==> src/rss_pkg.sv <==
package rss_pkg;

  // Clock and rounding of times to cycles
  localparam int unsigned CLK_PERIOD_NS   = 100;
  localparam int unsigned EXT_MIN_LOW_NS  = 500;
  localparam int unsigned EXT_MIN_CYC     = (EXT_MIN_LOW_NS + CLK_PERIOD_NS - 1) / CLK_PERIOD_NS;
  localparam int unsigned BOD_MIN_LOW_NS  = 2000;
  localparam int unsigned BOD_MIN_CYC     = (BOD_MIN_LOW_NS + CLK_PERIOD_NS - 1) / CLK_PERIOD_NS;
  localparam real         TOUT_SHORT_MS   = 4.1;
  localparam real         TOUT_LONG_MS    = 65.0;
  localparam int unsigned TOUT_SHORT_CYC  = $rtoi(TOUT_SHORT_MS * 1.0e6 / CLK_PERIOD_NS);
  localparam int unsigned TOUT_LONG_CYC   = $rtoi(TOUT_LONG_MS * 1.0e6 / CLK_PERIOD_NS);
  localparam int unsigned CK_SHORT_CYC    = 1024;
  localparam int unsigned CK_LONG_CYC     = 16384;

  // Delay counter width
  localparam int unsigned CNT_W           = 20;

  // PLL system clock option
  localparam int unsigned PLL_FREQ_MHZ    = 64;
  localparam int unsigned SYSCLK_MHZ      = 16;
  localparam logic [2:0]  PLL_DIV         = 3'(PLL_FREQ_MHZ / SYSCLK_MHZ);
  localparam logic [2:0]  NO_DIV          = 3'h1;
  localparam logic [3:0]  CKSEL_PLL       = 4'h1;
  localparam logic        FUSE_PROG       = 1'b0;

  // Start-up time fuse codes
  localparam logic [1:0]  SUT_NO_DELAY    = 2'h0;
  localparam logic [1:0]  SUT_SHORT       = 2'h1;
  localparam logic [1:0]  SUT_LONG        = 2'h2;
  localparam logic [1:0]  SUT_SLOW_CK     = 2'h3;

  // Register map
  localparam int unsigned ADDR_W          = 8;
  localparam logic [7:0]  REG_STATUS      = 8'h00;
  localparam logic [7:0]  REG_CONFIG      = 8'h01;
  localparam logic [3:0]  FLAGS_RESET     = 4'h0;
  localparam int unsigned FLAG_POR        = 0;
  localparam int unsigned FLAG_EXT        = 1;
  localparam int unsigned FLAG_BOD        = 2;
  localparam int unsigned FLAG_WDT        = 3;

  // Boot fetch address
  localparam int unsigned PC_W            = 10;
  localparam logic [9:0]  BOOT_ADDR       = 10'h000;

endpackage

==> src/rss_tmr_if.sv <==
`timescale 1ns/1ps
interface rss_tmr_if;
  import rss_pkg::*;
  logic             load;
  logic [CNT_W-1:0] len;
  logic             done;
  modport ctl (output load, output len, input done);
  modport tmr (input load, input len, output done);
endinterface

==> src/rss_reset_seq.sv <==
// Local design decisions: the plain strobed port and the address map.
`timescale 1ns/1ps
// Overview of operation
// PLL fuse programmed selects the 64 MHz PLL divided by four, a 16 MHz clock.
// Fuse setter must put clock source select to 0001 with the PLL option.
// Start-up fuses pick 1K or 16K clock counts plus 4.1 ms or 65 ms delay.
// Reset pin resets only while its disable fuse reads 1; else general I/O.
// A pin low longer than 500 ns resets the device.
// During reset I/O registers take initial values; fetch restarts at address zero.
// Power-on threshold reached starts the delay counter; core held until time-out.
// Supply falling below power-on level reasserts reset at once.
// Pin rising starts the delay timer; core released after time-out.
// Watchdog expiry while enabled gives an internal reset pulse one cycle long.
// Falling edge of the watchdog pulse starts the time-out count.
// Brown-out enabled and supply low asserts brown-out reset immediately.
// Brown-out recovery releases after the same delay as power-on.
// Brown-out valid only if low lasts over 2 us; shorter dips ignored.
// Wake from power-down uses only the clock-count part of start-up.
// Watchdog flag, bit 3, set by watchdog reset; cleared by power-on or zero write.
// Brown-out flag, bit 2, set by brown-out; cleared by power-on or zero write.
// External flag, bit 1, set by pin reset; cleared by power-on or zero write.
// Power-on flag, bit 0, set by power-on; cleared only by writing zero.
// Status bits 7 to 4 read as zero.
// Software should read and clear the status early after start-up.
// Core reset is the OR of all sources and the running delay timer.
module rss_reset_seq
  import rss_pkg::*;
#(
  parameter int unsigned TOUT_SHORT = TOUT_SHORT_CYC,  // Short real-time delay, cycles
  parameter int unsigned TOUT_LONG  = TOUT_LONG_CYC,   // Long real-time delay, cycles
  parameter int unsigned CK_LONG    = CK_LONG_CYC      // Long clock-count start-up
)
(
  input  wire logic              clk,                       // 10 MHz system clock
  input  wire logic              nrst,                      // Synchronous reset, active low
  input  wire logic              reset_pin_in,              // Level on the reset pin
  input  wire logic              supply_below_por,          // Power-on detector, high = low supply
  input  wire logic              supply_below_bod,          // Brown-out detector, high = low
  input  wire logic              wdt_enable,                // Watchdog enabled
  input  wire logic              wdt_expire,                // Watchdog period expired
  input  wire logic              wake_request,              // Wake from power-down, pulse
  input  wire logic              pll_sysclk_select_fuse,    // 0 = programmed
  input  wire logic [3:0]        clock_source_select_fuses, // Clock source code
  input  wire logic [1:0]        startup_time_fuses,        // Start-up time code
  input  wire logic              reset_pin_disable_fuse,    // 1 = pin is reset input
  input  wire logic              brownout_enable_fuse,      // 0 = programmed
  input  wire logic              brownout_level_fuse,       // Trigger level select
  input  wire logic [ADDR_W-1:0] reg_addr,                  // Register address
  input  wire logic [7:0]        reg_wdata,                 // Write data
  input  wire logic              reg_wr,                    // Write strobe
  input  wire logic              reg_rd,                    // Read strobe
  output logic      [7:0]        reg_rdata,                 // Read data, cycle after strobe
  output logic                   core_rst,                  // Core reset, active high
  output logic                   io_init,                   // Load I/O initial values
  output logic                   core_hold,                 // Core stalled during wake
  output logic                   pc_load,                   // Load fetch address, pulse
  output logic      [PC_W-1:0]   boot_pc,                   // Fetch address after reset
  output logic                   wdt_rst_pulse,             // Internal watchdog reset pulse
  output logic                   sysclk_pll_sel,            // PLL drives the system clock
  output logic      [2:0]        sysclk_div,                // Divide ratio of the source
  output logic                   clk_cfg_err,               // PLL chosen with wrong select
  output logic                   pin_gpio_in                // Pin level when used as I/O
);

  typedef enum logic [2:0] {RSS_HOLD, RSS_RT, RSS_CK, RSS_RUN, RSS_WAKE} rss_state_e;

  // Parameters wider than the counter cannot be served
  if (TOUT_LONG >= (1 << CNT_W) || TOUT_SHORT >= (1 << CNT_W) || CK_LONG >= (1 << CNT_W))
  begin : g_chk
    $error("Delay parameter exceeds counter width");
  end

  // Real-time part of the reset delay
  function automatic logic [CNT_W-1:0] rt_cycles(input logic [1:0] sut);
    unique case (sut)
      SUT_SHORT: rt_cycles = CNT_W'(TOUT_SHORT);
      SUT_LONG:  rt_cycles = CNT_W'(TOUT_LONG);
      default:   rt_cycles = '0;
    endcase
  endfunction

  // Clock-count part of the start-up time
  function automatic logic [CNT_W-1:0] ck_cycles(input logic [1:0] sut);
    ck_cycles = (sut == SUT_SLOW_CK) ? CNT_W'(CK_LONG) : CNT_W'(CK_SHORT_CYC);
  endfunction

  rss_tmr_if tmr ();

  rss_delay_timer u_timer (
    .clk  (clk),
    .nrst (nrst),
    .t    (tmr.tmr)
  );

  // Synchronisers: bit 0 pin, bit 1 power-on, bit 2 brown-out
  logic [2:0] sync1_r;
  logic [2:0] sync2_r;
  logic [2:0] sync3_r;
  logic [2:0] filt_r;

  // A change is accepted only when the second and third stages agree
  always_ff @(posedge clk)
  begin
    if (!nrst)
    begin
      sync1_r <= 3'h1;
      sync2_r <= 3'h1;
      sync3_r <= 3'h1;
      filt_r  <= 3'h1;
    end
    else
    begin
      sync1_r <= {supply_below_bod, supply_below_por, reset_pin_in};
      sync2_r <= sync1_r;
      sync3_r <= sync2_r;
      for (int i = 0; i < 3; i++)
      begin
        if (sync2_r[i] == sync3_r[i])
        begin
          filt_r[i] <= sync3_r[i];
        end
      end
    end
  end

  wire pin_level = filt_r[0];
  wire por_level = filt_r[1];
  wire bod_level = filt_r[2];

  // External reset qualifier: the pin must stay low for the minimum width
  logic [7:0] ext_cnt_r;
  logic       ext_act_r;
  wire        pin_is_reset = reset_pin_disable_fuse;

  always_ff @(posedge clk)
  begin
    if (!nrst)
    begin
      ext_cnt_r <= '0;
      ext_act_r <= 1'b0;
    end
    else if (!pin_is_reset || pin_level)
    begin
      ext_cnt_r <= '0;
      ext_act_r <= 1'b0;
    end
    else if (ext_cnt_r >= 8'(EXT_MIN_CYC - 1))
    begin
      ext_act_r <= 1'b1;
    end
    else
    begin
      ext_cnt_r <= ext_cnt_r + 8'h01;
    end
  end

  // Brown-out qualifier: dips shorter than the minimum are filtered away
  logic [7:0] bod_cnt_r;
  logic       bod_act_r;
  wire        bod_on = (brownout_enable_fuse == FUSE_PROG);

  always_ff @(posedge clk)
  begin
    if (!nrst)
    begin
      bod_cnt_r <= '0;
      bod_act_r <= 1'b0;
    end
    else if (!bod_on || !bod_level)
    begin
      bod_cnt_r <= '0;
      bod_act_r <= 1'b0;
    end
    else if (bod_cnt_r >= 8'(BOD_MIN_CYC))
    begin
      bod_act_r <= 1'b1;
    end
    else
    begin
      bod_cnt_r <= bod_cnt_r + 8'h01;
    end
  end

  // Watchdog pulse: one cycle on the rising edge of the expiry
  logic wdt_exp_d_r;
  logic wdt_pulse_r;

  always_ff @(posedge clk)
  begin
    if (!nrst)
    begin
      wdt_exp_d_r <= 1'b0;
      wdt_pulse_r <= 1'b0;
    end
    else
    begin
      wdt_exp_d_r <= wdt_expire;
      wdt_pulse_r <= wdt_expire && !wdt_exp_d_r && wdt_enable;
    end
  end

  wire src_any = por_level || ext_act_r || bod_act_r || wdt_pulse_r;

  // Release sequencer; a stale expiry in the load cycle is ignored
  rss_state_e       state_r;
  logic             load_r;
  logic [CNT_W-1:0] len_r;
  wire              tmr_done = tmr.done && !load_r;

  always_ff @(posedge clk)
  begin
    if (!nrst)
    begin
      state_r <= RSS_HOLD;
      load_r  <= 1'b0;
      len_r   <= '0;
    end
    else
    begin
      load_r <= 1'b0;
      if (src_any)
      begin
        state_r <= RSS_HOLD;
      end
      else
      begin
        unique case (state_r)
          RSS_HOLD:
          begin
            // Sources just dropped: power-on, pin rise, brown-out end or watchdog pulse end
            load_r <= 1'b1;
            if (rt_cycles(startup_time_fuses) != '0)
            begin
              len_r   <= rt_cycles(startup_time_fuses);
              state_r <= RSS_RT;
            end
            else
            begin
              len_r   <= ck_cycles(startup_time_fuses);
              state_r <= RSS_CK;
            end
          end
          RSS_RT:
          begin
            if (tmr_done)
            begin
              load_r  <= 1'b1;
              len_r   <= ck_cycles(startup_time_fuses);
              state_r <= RSS_CK;
            end
          end
          RSS_CK:
          begin
            if (tmr_done)
            begin
              state_r <= RSS_RUN;
            end
          end
          RSS_RUN:
          begin
            if (wake_request)
            begin
              load_r  <= 1'b1;
              len_r   <= ck_cycles(startup_time_fuses);
              state_r <= RSS_WAKE;
            end
          end
          RSS_WAKE:
          begin
            if (tmr_done)
            begin
              state_r <= RSS_RUN;
            end
          end
        endcase
      end
    end
  end

  assign tmr.load = load_r;
  assign tmr.len  = len_r;

  // Core reset and boot outputs
  logic core_rst_r;
  logic io_init_r;
  logic core_hold_r;
  logic pc_load_r;
  logic core_rst_nxt;

  assign core_rst_nxt = src_any || (state_r == RSS_HOLD) || (state_r == RSS_RT)
                        || (state_r == RSS_CK);

  always_ff @(posedge clk)
  begin
    if (!nrst)
    begin
      core_rst_r  <= 1'b1;
      io_init_r   <= 1'b1;
      core_hold_r <= 1'b0;
      pc_load_r   <= 1'b0;
    end
    else
    begin
      core_rst_r  <= core_rst_nxt;
      io_init_r   <= core_rst_nxt;
      core_hold_r <= !src_any && (state_r == RSS_WAKE);
      pc_load_r   <= core_rst_r && !core_rst_nxt;
    end
  end

  // Clock source selection follows the fuses
  logic       pll_sel_r;
  logic [2:0] div_r;
  logic       cfg_err_r;
  logic       gpio_r;
  wire        pll_fuse_on = (pll_sysclk_select_fuse == FUSE_PROG);

  always_ff @(posedge clk)
  begin
    if (!nrst)
    begin
      pll_sel_r <= 1'b0;
      div_r     <= NO_DIV;
      cfg_err_r <= 1'b0;
      gpio_r    <= 1'b0;
    end
    else
    begin
      pll_sel_r <= pll_fuse_on;
      div_r     <= pll_fuse_on ? PLL_DIV : NO_DIV;
      cfg_err_r <= pll_fuse_on && (clock_source_select_fuses != CKSEL_PLL);
      gpio_r    <= pin_is_reset ? 1'b0 : pin_level;
    end
  end

  // Reset cause flags; a setting event wins over a software clear
  logic [3:0] flags_r;
  logic [3:0] flags_nxt;

  always_comb
  begin
    flags_nxt = flags_r;
    if (reg_wr && reg_addr == REG_STATUS)
    begin
      flags_nxt = flags_r & reg_wdata[3:0];
    end
    if (por_level)
    begin
      flags_nxt[FLAG_POR] = 1'b1;
      flags_nxt[FLAG_EXT] = 1'b0;
      flags_nxt[FLAG_BOD] = 1'b0;
      flags_nxt[FLAG_WDT] = 1'b0;
    end
    else
    begin
      if (ext_act_r)
      begin
        flags_nxt[FLAG_EXT] = 1'b1;
      end
      if (bod_act_r)
      begin
        flags_nxt[FLAG_BOD] = 1'b1;
      end
      if (wdt_pulse_r)
      begin
        flags_nxt[FLAG_WDT] = 1'b1;
      end
    end
  end

  always_ff @(posedge clk)
  begin
    if (!nrst)
    begin
      flags_r <= FLAGS_RESET;
    end
    else
    begin
      flags_r <= flags_nxt;
    end
  end

  // Read port: data valid only in the cycle after the strobe
  logic [7:0] rdata_r;

  always_ff @(posedge clk)
  begin
    if (!nrst)
    begin
      rdata_r <= 8'h00;
    end
    else if (reg_rd)
    begin
      unique case (reg_addr)
        REG_STATUS: rdata_r <= {4'h0, flags_r};
        REG_CONFIG: rdata_r <= {pin_level, brownout_level_fuse, bod_on, pin_is_reset,
                                startup_time_fuses, cfg_err_r, pll_sel_r};
        default:    rdata_r <= 8'h00;
      endcase
    end
    else
    begin
      rdata_r <= 8'h00;
    end
  end

  assign reg_rdata      = rdata_r;
  assign core_rst       = core_rst_r;
  assign io_init        = io_init_r;
  assign core_hold      = core_hold_r;
  assign pc_load        = pc_load_r;
  assign boot_pc        = BOOT_ADDR;
  assign wdt_rst_pulse  = wdt_pulse_r;
  assign sysclk_pll_sel = pll_sel_r;
  assign sysclk_div     = div_r;
  assign clk_cfg_err    = cfg_err_r;
  assign pin_gpio_in    = gpio_r;

endmodule

==> src/rss_delay_timer.sv <==
`timescale 1ns/1ps
module rss_delay_timer
  import rss_pkg::*;
(
  input  wire logic clk,   // System clock
  input  wire logic nrst,  // Synchronous reset, active low
  rss_tmr_if.tmr    t      // Load and expiry handshake
);

  logic [CNT_W-1:0] cnt_r;
  logic             run_r;
  logic             done_r;

  // Down counter; a load always restarts it, a zero length expires at once
  always_ff @(posedge clk)
  begin
    if (!nrst)
    begin
      cnt_r  <= '0;
      run_r  <= 1'b0;
      done_r <= 1'b0;
    end
    else
    begin
      done_r <= 1'b0;
      if (t.load)
      begin
        cnt_r <= t.len;
        run_r <= 1'b1;
      end
      else if (run_r)
      begin
        if (cnt_r <= CNT_W'(1))
        begin
          run_r  <= 1'b0;
          done_r <= 1'b1;
        end
        else
        begin
          cnt_r <= cnt_r - CNT_W'(1);
        end
      end
    end
  end

  assign t.done = done_r;

endmodule

==> config.mk <==
export PLATFORM = sky130hd
export DESIGN_NAME = rss_reset_seq
export DESIGN_NICKNAME = d
export VERILOG_FILES = /design/src/rss_pkg.sv /design/src/rss_tmr_if.sv /design/src/rss_reset_seq.sv /design/src/rss_delay_timer.sv
export SDC_FILE = /design/constraint.sdc
export NUM_CORES = 1
export LEC_CHECK = 0
export ABC_AREA = 0
export BUFFER_PORTS_ARGS = -buffer_cell sky130_fd_sc_hd__buf_2
export CELL_PAD_IN_SITES_DETAIL_PLACEMENT = 2
export CELL_PAD_IN_SITES_GLOBAL_PLACEMENT = 2
export CORE_UTILIZATION = 27
export DETAILED_ROUTE_END_ITERATION = 12
export GPL_TIMING_DRIVEN = 0
export HOLD_SLACK_MARGIN = 0.15
export PLACE_DENSITY_LB_ADDON = 0.08
export RECOVER_POWER = 100
export SKIP_LAST_GASP = 1
export SYNTH_ARGS = -nofsm -noshare
export SYNTH_HDL_FRONTEND = slang
export SYNTH_SLANG_ARGS = --single-unit
==> constraint.sdc <==
create_clock -name clk -period 2.3 [get_ports clk]
set_input_delay 0.23 -clock clk [delete_from_list [all_inputs] [get_ports clk]]
set_output_delay 0.23 -clock clk [all_outputs]
set_load 0.01 [all_outputs]
**Word level (Yosys, flattened, before mapping)**

Cells that the tools add are included.

- Word-level logic and storage cells: 130
- Input port bits: 36
- Bits in registers: 99
- Output and inout bits: 29

- Eq/ne operators: 16
- Muxes and demuxes: 31
- Reductions and logical operators: 41
- Bitwise operators: 6
- $add $sub $neg: 3
- Magnitude comparators: 3

Operator list:

| operator | number |
|---|---|
| $mux 20 | 9 |
| $pmux 20 s3 | 1 |
| $pmux 20 s2 | 1 |
| $le 20x1->1 const B | 1 |
| $reduce_bool 20->1 | 1 |
| $sub 20x1->20 const B | 1 |
| $add 8x1->8 const B | 2 |
| $pmux 8 s2 | 1 |
| $mux 15 | 1 |
| $mux 3 | 4 |
| $pmux 3 s4 | 1 |
| $reduce_or 2->1 | 6 |
| $mux 1 | 10 |
| $reduce_bool 2->1 | 5 |
| $eq 8x1->1 const B | 1 |
| $ge 8x3->1 const B | 1 |
| $ge 8x5->1 const B | 1 |
| $logic_not 8->1 | 1 |
| $logic_or 1x1->1 | 8 |
| $logic_and 1x1->1 | 7 |
| $eq 3x2->1 const B | 2 |
| $logic_not 1->1 | 6 |
| $ne 2x2->1 const B | 3 |
| $not 1->1 | 5 |
| other kinds (17) | 21 |

**Logic depth before layout (Yosys ltp)**

Gate-level depths: netlist of run 1.

- Depth in word-level cells: 8
- Mapped depth: 8
- Gate-level depth less buffers: 7

**By module**

Synthesis of run 1 repeated with hierarchy kept, for this count alone.

- Cell total of the unflattened synthesis: 400
- Area, all modules: 3,697.3 um2

Modules (own cells, without submodules):

| module | cells each | area an instance (um2) | seq. area each (um2) | instances |
|---|---|---|---|---|
| rss_reset_seq | 249 | 2,374.8 | 1,201.2 | 1 |
| rss_delay_timer | 151 | 1,322.5 | 440.4 | 1 |

**Least setup slack after synthesis of run 1**

No wires, ideal clock.

- Kind: register -> register
- From: reg u_timer.cnt_r[0]
- To: reg u_timer.cnt_r[6]
- Stages on the path, launching flop included: 6
- Library setup time: 70 ps
- Setup slack: 443 ps
- Arrival time: 1,787 ps
- Buffers on the path: 0
- Cells stage by stage: dfxtp_1 -> inv_1 -> ha_1 -> or4b_2 -> or4_1 -> a21oi_1

- Cells in the longest elaborated chain, start to end: 4
- Elaborated cells on any way between the ends: 7
- Classes of those cells: add/sub: 1; order compare: 1; eq/ne: 1; mux: 3; reduce/logical: 1

Ends and longest elaborated chain:

| what | line | RTL |
|---|---|---|
| from (decl) | rss_delay_timer.sv:10 | `logic [CNT_W-1:0] cnt_r;` |
| from (signal assigned) | rss_delay_timer.sv:28 | `cnt_r <= t.len;` |
| from (signal assigned) | rss_delay_timer.sv:40 | `cnt_r <= cnt_r - CNT_W'(1);` |
| $sub 20x1->20 | rss_delay_timer.sv:40 |  |
| $mux 20 | rss_delay_timer.sv:33 | `if (cnt_r <= CNT_W'(1))` |
| $mux 20 | rss_delay_timer.sv:31 | `else if (run_r)` |
| $mux 20 | rss_delay_timer.sv:26 | `if (t.load)` |

Parallel ways exist; a longest one is shown, timed or not. The select of a mux whose other input is x is not followed.
A chain may end at the register's enable or synchronous reset.

**Worst setup path after layout of run 1**

- From: reg u_timer.cnt_r[0]
- To: reg u_timer.cnt_r[10]

Same word-level chain as after synthesis.

==> results of run 1 <==
[routing by layer]
layer / vias to the layer above / wire [µm] / GRT usage [%]
met1: 1546 / 4850 / 20.5
met3: 15 / 441 / 2.94
met5: - / 0 / 0
li1: 1576 / - / -
met4: 0 / 204 / 6.92
met2: 58 / 5020 / 28.2
[layout make-up]
class,count,area [µm²]
timing repair buffer,60,335
tap,172,215
clock buffer,11,253
multi-input combinational,290,1760
buffer,28,164
clock inverter,5,60.1
inverter,23,86.3
fill,1453,8260
sequential,82,1640
[stage by stage]
step | power, W | hold slack, ns | utilization (%) | setup WS (ns)
after CTS | 0.00588 | 0.185 | 35.3 | 0.00748
after global placement | 0.00418 | 0.389 | 31.9 | 0.0310
final | 0.00585 | 0.205 | 35.3 | 0.153
after detailed placement | 0.00427 | 0.412 | 31.9 | -0.0979
after floorplan | 0.00351 | 0.302 | - | 0.443
after global routing | 0.00630 | 0.213 | 35.3 | -0.0346
[power groups by stage]
stage                     sequential (W)  combinational [W]  clock [W]
final                            0.00186            0.00248    0.00151
after global routing             0.00190            0.00279    0.00161
after CTS                        0.00185            0.00246    0.00157
after detailed placement         0.00187            0.00240          0
after global placement           0.00186            0.00232          0
after floorplan                  0.00180            0.00171          0
[critical path: cells and delay by family, from the launching register on]
| family | cells | cell delay (ns) |
|---|---|---|
| AOI/OAI and AO/OA | 3 | 0.36 |
| adders and majority gates | 1 | 0.27 |
| buffers and inverters | 1 | 0.09 |
| DFF | 1 | 0.34 |
| and+or+nand+nor | 2 | 0.95 |
[sequential cells by signal, summed over array words and instances, names as in the netlist, 2 cells and up]
name           flops
sync1_r            3
len_r              5
flags_r            4
bod_cnt_r          8
state_r            3
reg_rdata          8
u_timer.cnt_r     20
ext_cnt_r          8
sync2_r            3
sync3_r            3
filt_r             3
sysclk_div         2
[kinds of logic (layout without fill, tap and decap cells)]
family                     Yosys count  after routing  synth area share (%)
and+or+nand+nor                    152            152                  22.0
AOI/OAI and AO/OA                  105            105                  18.4
DFF                                 82             82                  45.9
buffers and inverters               51            127                  6.96
adders and majority gates           11             11                  3.84
xor gates and xnor gates             6              6                  1.47
muxes                                5              5                  1.40
other                                1             11                 0.105
[Yosys cell counts (5+ instances only)]
cell type / count / area share, %
dfxtp_1: 82 / 46
nor2_1: 44 / 4.6
a21oi_1: 41 / 5.7
nand2_1: 32 / 3.4
o21ai_0: 27 / 3.8
inv_1: 21 / 2.2
and2_1: 16 / 2.8
buf_4: 15 / 3.1
clkbuf_1: 12 / 1.3
ha_1: 11 / 3.8
nand2b_1: 10 / 1.7
nand3_1: 9 / 1.3
o31ai_1: 9 / 1.9
nor3_1: 7 / 0.98
mux2i_1: 5 / 1.4
or3_1: 5 / 0.87
or4_1: 5 / 1.0
[how the worst max path moves through the flow]
stage                           from           endpoint  cells past startpoint
floorplan           u_timer.cnt_r[0]   u_timer.cnt_r[6]                      5
global placement    u_timer.cnt_r[8]  u_timer.cnt_r[14]                      7
detailed placement            load_r   u_timer.cnt_r[0]                      8
CTS                 u_timer.cnt_r[0]   u_timer.cnt_r[4]                      7
global route                  load_r   u_timer.cnt_r[0]                      8
finish              u_timer.cnt_r[0]  u_timer.cnt_r[10]                      7
[timing repair]
| action | in CTS | in global routing |
|---|---|---|
| setup buffers | 0 | 1 |
| hold buffers | 11 | 0 |
| endpoints found under the setup margin | 6 | 16 |
| hold endpoints to repair | 12 | 0 |
| resized for setup | 2 | 5 |
| pin swaps | 0 | 2 |
==> flow_metrics.py, run 1 <==
metrics = {
    "logic_synthesis": {
        "ys_ff_latch": 82,
        "synth_warnings": 0,
        "synth-main-ff-cell": "dfxtp_1",
        "syn_area_um2": 3580,
        "synth.avg_cell_area_um2": 8.67,
        "async_flop_share_pct": 0,
        "syn_inst": 413,
        "synth-edff-count": 0,
        "ys_types": 56,
        "ys_seq_area_share_pct": 45.9,
    },
    "worst_setup_path": {
        "crit_path_end_kind": "flop",
        "critPathSlowestCell": "or4b_2",
        "critPathRequiredTime_ns": 2.51,
        "cpMostUsedCell": "a21oi_1",
        "worstReg2RegEnd": "u_timer.cnt_r[10]",
        "crit_type": "flop to flop",
        "critPathLaunchType": "flop",
        "crit_path_max_fanout": 7,
        "cp_cell_sequence": "inv_1 -> ha_2 -> or4b_2 -> nor2_1 -> a21oi_1 -> o21ai_0 -> a21oi_1",
        "timing.rr.start": "u_timer.cnt_r[0]",
        "reg2reg_slack_ns": 0.15,
        "worstPathArrival_ns": 2.35,
        "r2r_cells": 7,
        "cpPeakStageDelay_ns": 0.69,
    },
    "power_and_ir_drop": {
        "p_sw_w": 0.00238,
        "p_int_w": 0.00346,
        "ir_worst_vdd_mv": 0.460,
        "power_density_nw_per_um2": 1290,
        "seq_power_share_pct": 31.8,
        "p_clk_share_pct": 25.8,
        "p_sw_share_pct": 40.7,
        "p_comb_share_pct": 42.4,
        "p_leak_nw": 1.76,
    },
    "clock_tree": {
        "htree_levels": 3,
        "cts-root-buf": "clkbuf_16",
        "clk_pin_slew_ns": 0.06,
        "numCtsBuffers": 9,
        "cts_max_path_buffers": 2,
        "cts.sinks": 82,
        "cts_tree": "yes",
        "clkLatencyLatePin_ns": 0.34,
    },
    "routing": {
        "drt_first_iter_violations": 114,
        "wl_per_cell_um": 15.7,
        "via_count": 3195,
        "ant_nets": 0,
        "drc": 0,
        "wl_um": 10500,
        "routed_via_density": 4.76,
        "dr.pass1.iters": 4,
    },
    "timing": {
        "hold_viol_final": 0,
        "final-max-slew-violation-count": 0,
        "finalCritPeriodShare_pct": 93.4,
        "rsz0062_at_grt": "true",
        "fin_setup_tns_ns": 0,
        "period_minus_slack_ns": 2.15,
        "worst_pin_slew_ns": 0.625,
        "skew_ns": 0.00565,
        "fmax_ghz": 0.466,
        "relSlewSlack_pct": 58.0,
        "setup_violations": 0,
    },
    "global_route": {
        "grt_max_degree": 15,
        "grt_pass1_wl_um": 17000,
        "antenna_found_initial": 0,
        "gr-total-overflow": 0,
        "first_global_vias": 3284,
        "grt_use_total_pct": 16.5,
    },
    "status": {
        "outcome": "completed",
    },
    "final_layout": {
        "layout.cells.non_filler": 671,
        "final_nets": 541,
        "antennaDiodeCount": 0,
        "drive_gt1_share_pct": 15.4,
        "most-common-layout-cells": "dfxtp_1 (82), nor2_1 (44), a21oi_1 (41), nand2_1 (32), buf_2 (30)",
        "layout-area-overhead-vs-synth_pct": 26.1,
        "final_area_um2": 4510,
        "final_common_cell": "dfxtp_1",
    },
    "floorplanning": {
        "rows": 41,
        "die-area_um2": 13700,
        "io_pins": 65,
        "die-width_um": 117,
        "die_h_um": 117,
        "core-area_um2": 12800,
        "start_util_pct": 28.0,
    },
    "place": {
        "place.detailed.instances": 643,
        "hpwl_um": 7760,
        "gp_congestion": 0.755,
        "numPortBuffers": 48,
        "dpl-instance-area_um2": 4070,
    },
    "hold_path": {
        "hp-class": "input port to flop",
        "holdPathStages": 3,
        "hold_end": "flags_r[2]",
        "worstHoldStart": "reg_wdata[2]",
    },
    "job": {
        "drv_cap": 0,
    },
}
No activity file was read; power rests on OpenSTA's default activity.
==> run 2: changes to the inputs <==
--- a/config.mk
+++ b/config.mk
@@ -6,11 +6,11 @@
 export NUM_CORES = 1
 export LEC_CHECK = 0
 export ABC_AREA = 0
-export BUFFER_PORTS_ARGS = -buffer_cell sky130_fd_sc_hd__buf_2
 export CELL_PAD_IN_SITES_DETAIL_PLACEMENT = 2
 export CELL_PAD_IN_SITES_GLOBAL_PLACEMENT = 2
 export CORE_UTILIZATION = 27
 export DETAILED_ROUTE_END_ITERATION = 12
+export DONT_BUFFER_PORTS = 1
 export GPL_TIMING_DRIVEN = 0
 export HOLD_SLACK_MARGIN = 0.15
 export PLACE_DENSITY_LB_ADDON = 0.08
@@ -18,4 +18,5 @@
 export SKIP_LAST_GASP = 1
 export SYNTH_ARGS = -nofsm -noshare
 export SYNTH_HDL_FRONTEND = slang
+export SYNTH_HIERARCHICAL = 1
 export SYNTH_SLANG_ARGS = --single-unit
==> flow_metrics.py, run 2 <==
metrics = {
    "status": {
        "outcome": "completed",
    },
    "final_layout": {
        "antennaDiodeCount": 0,
        "most-common-layout-cells": "dfxtp_1 (82), nor2_1 (41), a21oi_1 (27), o21ai_0 (26)",
        "final_util_pct": 33.1,
        "largest-register": "u_timer/cnt_r",
        "largest_reg_flops": 20,
        "layout-area-overhead-vs-synth_pct": 18.9,
        "final_common_cell": "dfxtp_1",
        "final_nets": 495,
        "drive_gt1_share_pct": 9.05,
    },
    "timing": {
        "hold_viol_final": 0,
        "relSlewSlack_pct": 55.4,
        "fin_setup_tns_ns": 0,
        "period_minus_slack_ns": 2.11,
        "setup_violations": 0,
        "final-max-slew-violation-count": 0,
        "worst_pin_slew_ns": 0.666,
        "finalCritPeriodShare_pct": 91.8,
        "fmax_ghz": 0.474,
        "skew_ns": 0.00607,
        "rsz0062_at_grt": "false",
    },
    "worst_setup_path": {
        "timing.rr.start": "u_timer/cnt_r[0]",
        "crit_path_max_fanout": 10,
        "worstReg2RegEnd": "u_timer/cnt_r[9]",
        "r2r_cells": 7,
        "crit_path_start": "u_timer/cnt_r[0]",
        "critPathRequiredTime_ns": 2.50,
        "worstPathArrival_ns": 2.31,
        "cp_num_buf_inv": 2,
        "cp_cell_sequence": "inv_1 -> ha_1 -> o211a_1 -> buf_2 -> a2111oi_2 -> xnor2_1 -> a21oi_1",
        "cpPeakStageDelay_ns": 0.41,
        "critPathLaunchType": "flop",
        "crit_family": "compound AO/OA/AOI/OAI gates",
        "crit_path_end_kind": "flop",
        "critPathSlowestCell": "dfxtp_1",
        "reg2reg_slack_ns": 0.19,
        "crit_type": "flop to flop",
    },
    "routing": {
        "drc": 0,
        "drt_first_iter_violations": 67,
        "via_count": 2930,
        "wl_per_cell_um": 15.9,
        "ant_nets": 0,
        "routed_via_density": 4.66,
        "wl_um": 10000,
        "dr.pass1.iters": 4,
    },
    "job": {
        "drv_cap": 0,
    },
    "clock_tree": {
        "clk_pin_slew_ns": 0.06,
        "cts.sinks": 82,
        "clkLatencyLatePin_ns": 0.35,
        "htree_levels": 3,
        "cts_repair_resize_count": 0,
        "cts-root-buf": "clkbuf_16",
        "cts_max_path_buffers": 2,
        "numCtsBuffers": 9,
        "cts_tree": "yes",
    },
    "hold_path": {
        "hp-class": "input port to flop",
        "hold_end": "core_hold",
        "holdPathStages": 2,
        "worstHoldStart": "nrst",
    },
    "logic_synthesis": {
        "ys_top_cells_by_count": "dfxtp_1 (82), nor2_1 (41), a21oi_1 (27)",
        "ys_seq_area_share_pct": 44.4,
        "synth_area_leader_cell": "dfxtp_1",
        "ys_types": 58,
        "synth_warnings": 6,
        "syn_inst": 400,
        "ys_ff_latch": 82,
        "yosysTopAreaCellShare_pct": 44.4,
        "syn_area_um2": 3700,
        "synth-main-ff-cell": "dfxtp_1",
        "synth_area_leaders": "dfxtp_1 (44%), nor2_1 (4.2%), ha_1 (3.7%), a21oi_1 (3.7%), xnor2_1 (3.6%)",
        "synth.most_common_cell": "dfxtp_1",
        "async_flop_share_pct": 0,
        "synth-edff-count": 0,
        "synth.avg_cell_area_um2": 9.24,
    },
    "power_and_ir_drop": {
        "p_leak_nw": 1.71,
        "p_total_w": 0.00376,
        "power_density_nw_per_um2": 855,
        "ir_worst_vdd_mv": 0.309,
    },
    "floorplanning": {
        "core-area_um2": 13300,
        "start_util_pct": 27.8,
        "rows": 42,
        "die_h_um": 119,
        "die-area_um2": 14200,
        "die-width_um": 119,
        "io_pins": 65,
    },
    "global_route": {
        "grt_use_total_pct": 15.3,
        "antenna_found_initial": 0,
        "grt_pass1_wl_um": 16400,
        "gr-total-overflow": 0,
        "grt_max_degree": 14,
        "first_global_vias": 3183,
    },
    "place": {
        "hpwl_um": 7010,
        "gp_congestion": 0.676,
        "numPortBuffers": 0,
    },
}
run 2: changes by cell type in the layout (fill, tap and decap cells not counted), sizes merged, moves of 9 or more:
cell         previous run  this run
xnor2                   3        15
dlygate4sd3            11        21
buf                    45        16
nand2                  32        21
o31ai                   9         0
a21oi                  41        27
clkbuf                 43        27
run 2: layout make-up:
cell class	instances	area (µm²)
Clock buffer	11	233
Timing Repair Buffer	21	210
Clock inverter	5	31.3
Buffer	32	179
Sequential cell	82	1640
Fill cell	1505	8900
Multi-Input combinational cell	287	1830
Inverter	15	56.3
Tap cell	176	220
run 2: repair_timing:
action / CTS / global route
setup endpoints to repair: 0 / 0
hold endpoints to repair: 25 / 0
hold buffers: 21 / 0
setup buffers: 0 / 0
run 2: logic make-up after synthesis:
kind of cell               Yosys count  synth area share (%)
xor gates and xnor gates            22                  5.21
other                                1                 0.101
and+or+nand+nor                    146                  22.4
adders and majority gates           11                  3.72
AOI/OAI and AO/OA                   81                  14.6
muxes                               10                  2.71
DFF                                 82                  44.4
buffers and inverters               47                  6.94
run 2: metal layers:
layer	track usage, %	vias to the layer above	share of wire, %
li1	-	1448	-
met1	18.3	1422	46
met2	25.5	50	49
met3	3.21	10	3.4
met4	7.83	0	2.0
met5	0	-	0
run 2: report_power, final:
part	total (W)	switching (W)	internal, W	leakage [nW]
Sequential	0.00165	0.000119	0.00153	0.670
Clock	0.00133	0.000598	0.000728	0.129
Combinational	0.000786	0.000456	0.000330	0.912
Total	0.00376	0.00117	0.00258	1.71
run 2: stage by stage:
stage | cell area, µm² | cells | hold WS [ns] | worst slack, ns
final | 4400 | 629 | 0.166 | 0.188
after global routing | 4400 | 629 | 0.167 | 0.0783
after CTS | 4450 | 629 | 0.153 | 0.149
after detailed placement | 3980 | 592 | 0.321 | 0.169
after global placement | 3980 | 592 | 0.319 | 0.197
after floorplan | 3760 | 416 | 0.313 | 0.496
run 2: how the worst max path moves through the flow:
stage,end,slack (ns),cells after the start
finish,u_timer/cnt_r[9],0.19,7
global route,u_timer/cnt_r[9],0.08,7
detailed placement,u_timer/cnt_r[9],0.17,7
CTS,u_timer/cnt_r[9],0.15,7
floorplan,u_timer/cnt_r[9],0.50,7
global placement,u_timer/cnt_r[9],0.20,7
==> run 3: changes to the inputs <==
--- a/config.mk
+++ b/config.mk
@@ -8,6 +8,7 @@
 export ABC_AREA = 0
 export CELL_PAD_IN_SITES_DETAIL_PLACEMENT = 2
 export CELL_PAD_IN_SITES_GLOBAL_PLACEMENT = 2
+export CORE_MARGIN = 5
 export CORE_UTILIZATION = 27
 export DETAILED_ROUTE_END_ITERATION = 12
 export DONT_BUFFER_PORTS = 1
@@ -15,6 +16,7 @@
 export HOLD_SLACK_MARGIN = 0.15
 export PLACE_DENSITY_LB_ADDON = 0.08
 export RECOVER_POWER = 100
+export SETUP_SLACK_MARGIN = 0.05
 export SKIP_LAST_GASP = 1
 export SYNTH_ARGS = -nofsm -noshare
 export SYNTH_HDL_FRONTEND = slang
==> flow_metrics.py, run 3 (synthesis results as in run 2) <==
metrics = {
    "timing": {
        "finalCritPeriodShare_pct": 91.5,
        "fmax_ghz": 0.475,
        "final-max-slew-violation-count": 0,
        "fin_hold_ws_ns": 0.165,
        "relSlewSlack_pct": 57.1,
        "hold_viol_final": 0,
        "worst_pin_slew_ns": 0.641,
        "fin_setup_tns_ns": 0,
        "rsz0062_at_grt": "false",
        "skew_ns": 0.00826,
        "setup_violations": 0,
        "period_minus_slack_ns": 2.10,
    },
    "clock_tree": {
        "cts_tree": "yes",
        "clk_pin_slew_ns": 0.07,
        "cts.sinks": 82,
        "cts_max_path_buffers": 2,
        "cts-root-buf": "clkbuf_16",
        "htree_levels": 3,
        "clkLatencyLatePin_ns": 0.35,
        "numCtsBuffers": 9,
    },
    "status": {
        "outcome": "completed",
    },
    "global_route": {
        "gr-total-overflow": 0,
        "grt_use_total_pct": 13.7,
        "first_global_vias": 3243,
        "grt_pass1_wl_um": 17200,
        "grt_max_degree": 17,
        "antenna_found_initial": 0,
    },
    "power_and_ir_drop": {
        "p_sw_share_pct": 32.2,
        "p_int_w": 0.00261,
        "seq_power_share_pct": 42.8,
        "p_sw_w": 0.00124,
        "p_comb_share_pct": 20.6,
        "p_leak_nw": 1.72,
        "p_clk_share_pct": 36.6,
        "power_density_nw_per_um2": 868,
        "ir_worst_vdd_mv": 0.335,
        "p_total_w": 0.00385,
    },
    "place": {
        "gp_congestion": 0.735,
        "dpl-instance-area_um2": 3980,
        "hpwl_um": 7400,
        "numPortBuffers": 0,
    },
    "final_layout": {
        "antennaDiodeCount": 0,
        "drive_gt1_share_pct": 9.47,
        "largest_reg_flops": 20,
        "layout-area-overhead-vs-synth_pct": 19.8,
        "largest-register": "u_timer/cnt_r",
        "final_area_um2": 4430,
        "final_common_cell": "dfxtp_1",
        "most-common-layout-cells": "dfxtp_1 (81), nor2_1 (41), a21oi_1 (27), o21ai_0 (26), dlygate4sd3_1 (22)",
        "final_util_pct": 33.2,
        "final_nets": 496,
    },
    "routing": {
        "ant_nets": 0,
        "wl_um": 10400,
        "routed_via_density": 4.65,
        "drt_first_iter_violations": 88,
        "drc": 0,
        "wl_per_cell_um": 16.5,
        "dr.pass1.iters": 4,
        "via_count": 2931,
    },
    "worst_setup_path": {
        "crit_path_max_fanout": 10,
        "cp_num_buf_inv": 1,
        "crit_type": "flop to flop",
        "cpPeakStageDelay_ns": 0.56,
        "critPathSlowestCell": "nor4_1",
        "crit_path_end_kind": "flop",
        "cp_cell_sequence": "nor4_1 -> o211a_1 -> clkbuf_2 -> a21oi_1 -> o311a_1",
        "critPathRequiredTime_ns": 2.53,
        "critPathLaunchType": "flop",
        "worstPathArrival_ns": 2.34,
        "crit_family": "compound AO/OA/AOI/OAI gates",
    },
    "floorplanning": {
        "die-width_um": 127,
        "start_util_pct": 27.7,
        "core-area_um2": 13300,
        "rows": 42,
        "die_h_um": 127,
        "die-area_um2": 16100,
        "io_pins": 65,
    },
    "hold_path": {
        "hp-class": "input port to flop",
    },
    "job": {
        "drv_cap": 0,
    },
}
[run 3: changes by cell type in the layout (fill, tap and decap cells not counted), sizes merged]
cell	before	now
inv	15	18
clkbuf	27	26
buf	16	15
clkinv	4	3
dlygate4sd3	21	22
[run 3: routing by layer]
metal	GRT usage [%]	part of all wire, %	vias up
met4	5.87	2.1	0
met1	17.2	47	1439
li1	-	-	1444
met3	2.63	2.9	17
met5	0	0	-
met2	22.9	48	31
[run 3: worst paths after layout]
| kind | cells after the start | to | startpoint | slack, ns |
|---|---|---|---|---|
| setup / recovery | 5 | u_timer/cnt_r[3] | u_timer/cnt_r[16] | 0.20 |
| hold / removal | 3 | ext_cnt_r[1] | nrst | 0.17 |
| setup reg to reg | 5 | u_timer/cnt_r[3] | u_timer/cnt_r[16] | 0.20 |
| hold reg to reg | 1 | sync2_r[0] | sync1_r[0] | 0.42 |
[run 3: what timing repair did]
action,CTS,global route
resized for setup,0,1
hold buffers,22,0
endpoints found under the setup margin,0,1
endpoints found under the hold margin,25,0
setup buffers,0,0
[run 3: worst min-delay path, delay by kind of cell]
family / cells / cell delay, ns
simple gates: 3 / 0.23
[run 3: power by group through the flow]
stage                     clock network [W]  logic (W)  registers, W
after detailed placement                  0   0.000800       0.00168
after CTS                           0.00147   0.000835       0.00165
final                               0.00141   0.000792       0.00164
after global routing                0.00152   0.000886       0.00166
after floorplan                           0   0.000622       0.00165
after global placement                    0   0.000782       0.00168
[run 3: layout make-up]
type	count	area, µm²
fillers	1510	8920
multi-input cells	287	1820
flip-flops and latches	82	1640
clock buffers	9	225
repair buffers	22	220
well taps	176	220
plain buffers	32	179
clock inverters	7	61.3
inverters	15	56.3
[run 3: metrics by stage]
| step | setup slack (ns) | cells |
|---|---|---|
| global route | 0.0983 | 630 |
| detailed placement | 0.158 | 592 |
| CTS | 0.150 | 630 |
| finish | 0.196 | 630 |
| global placement | 0.215 | 592 |
| floorplan | 0.496 | 416 |
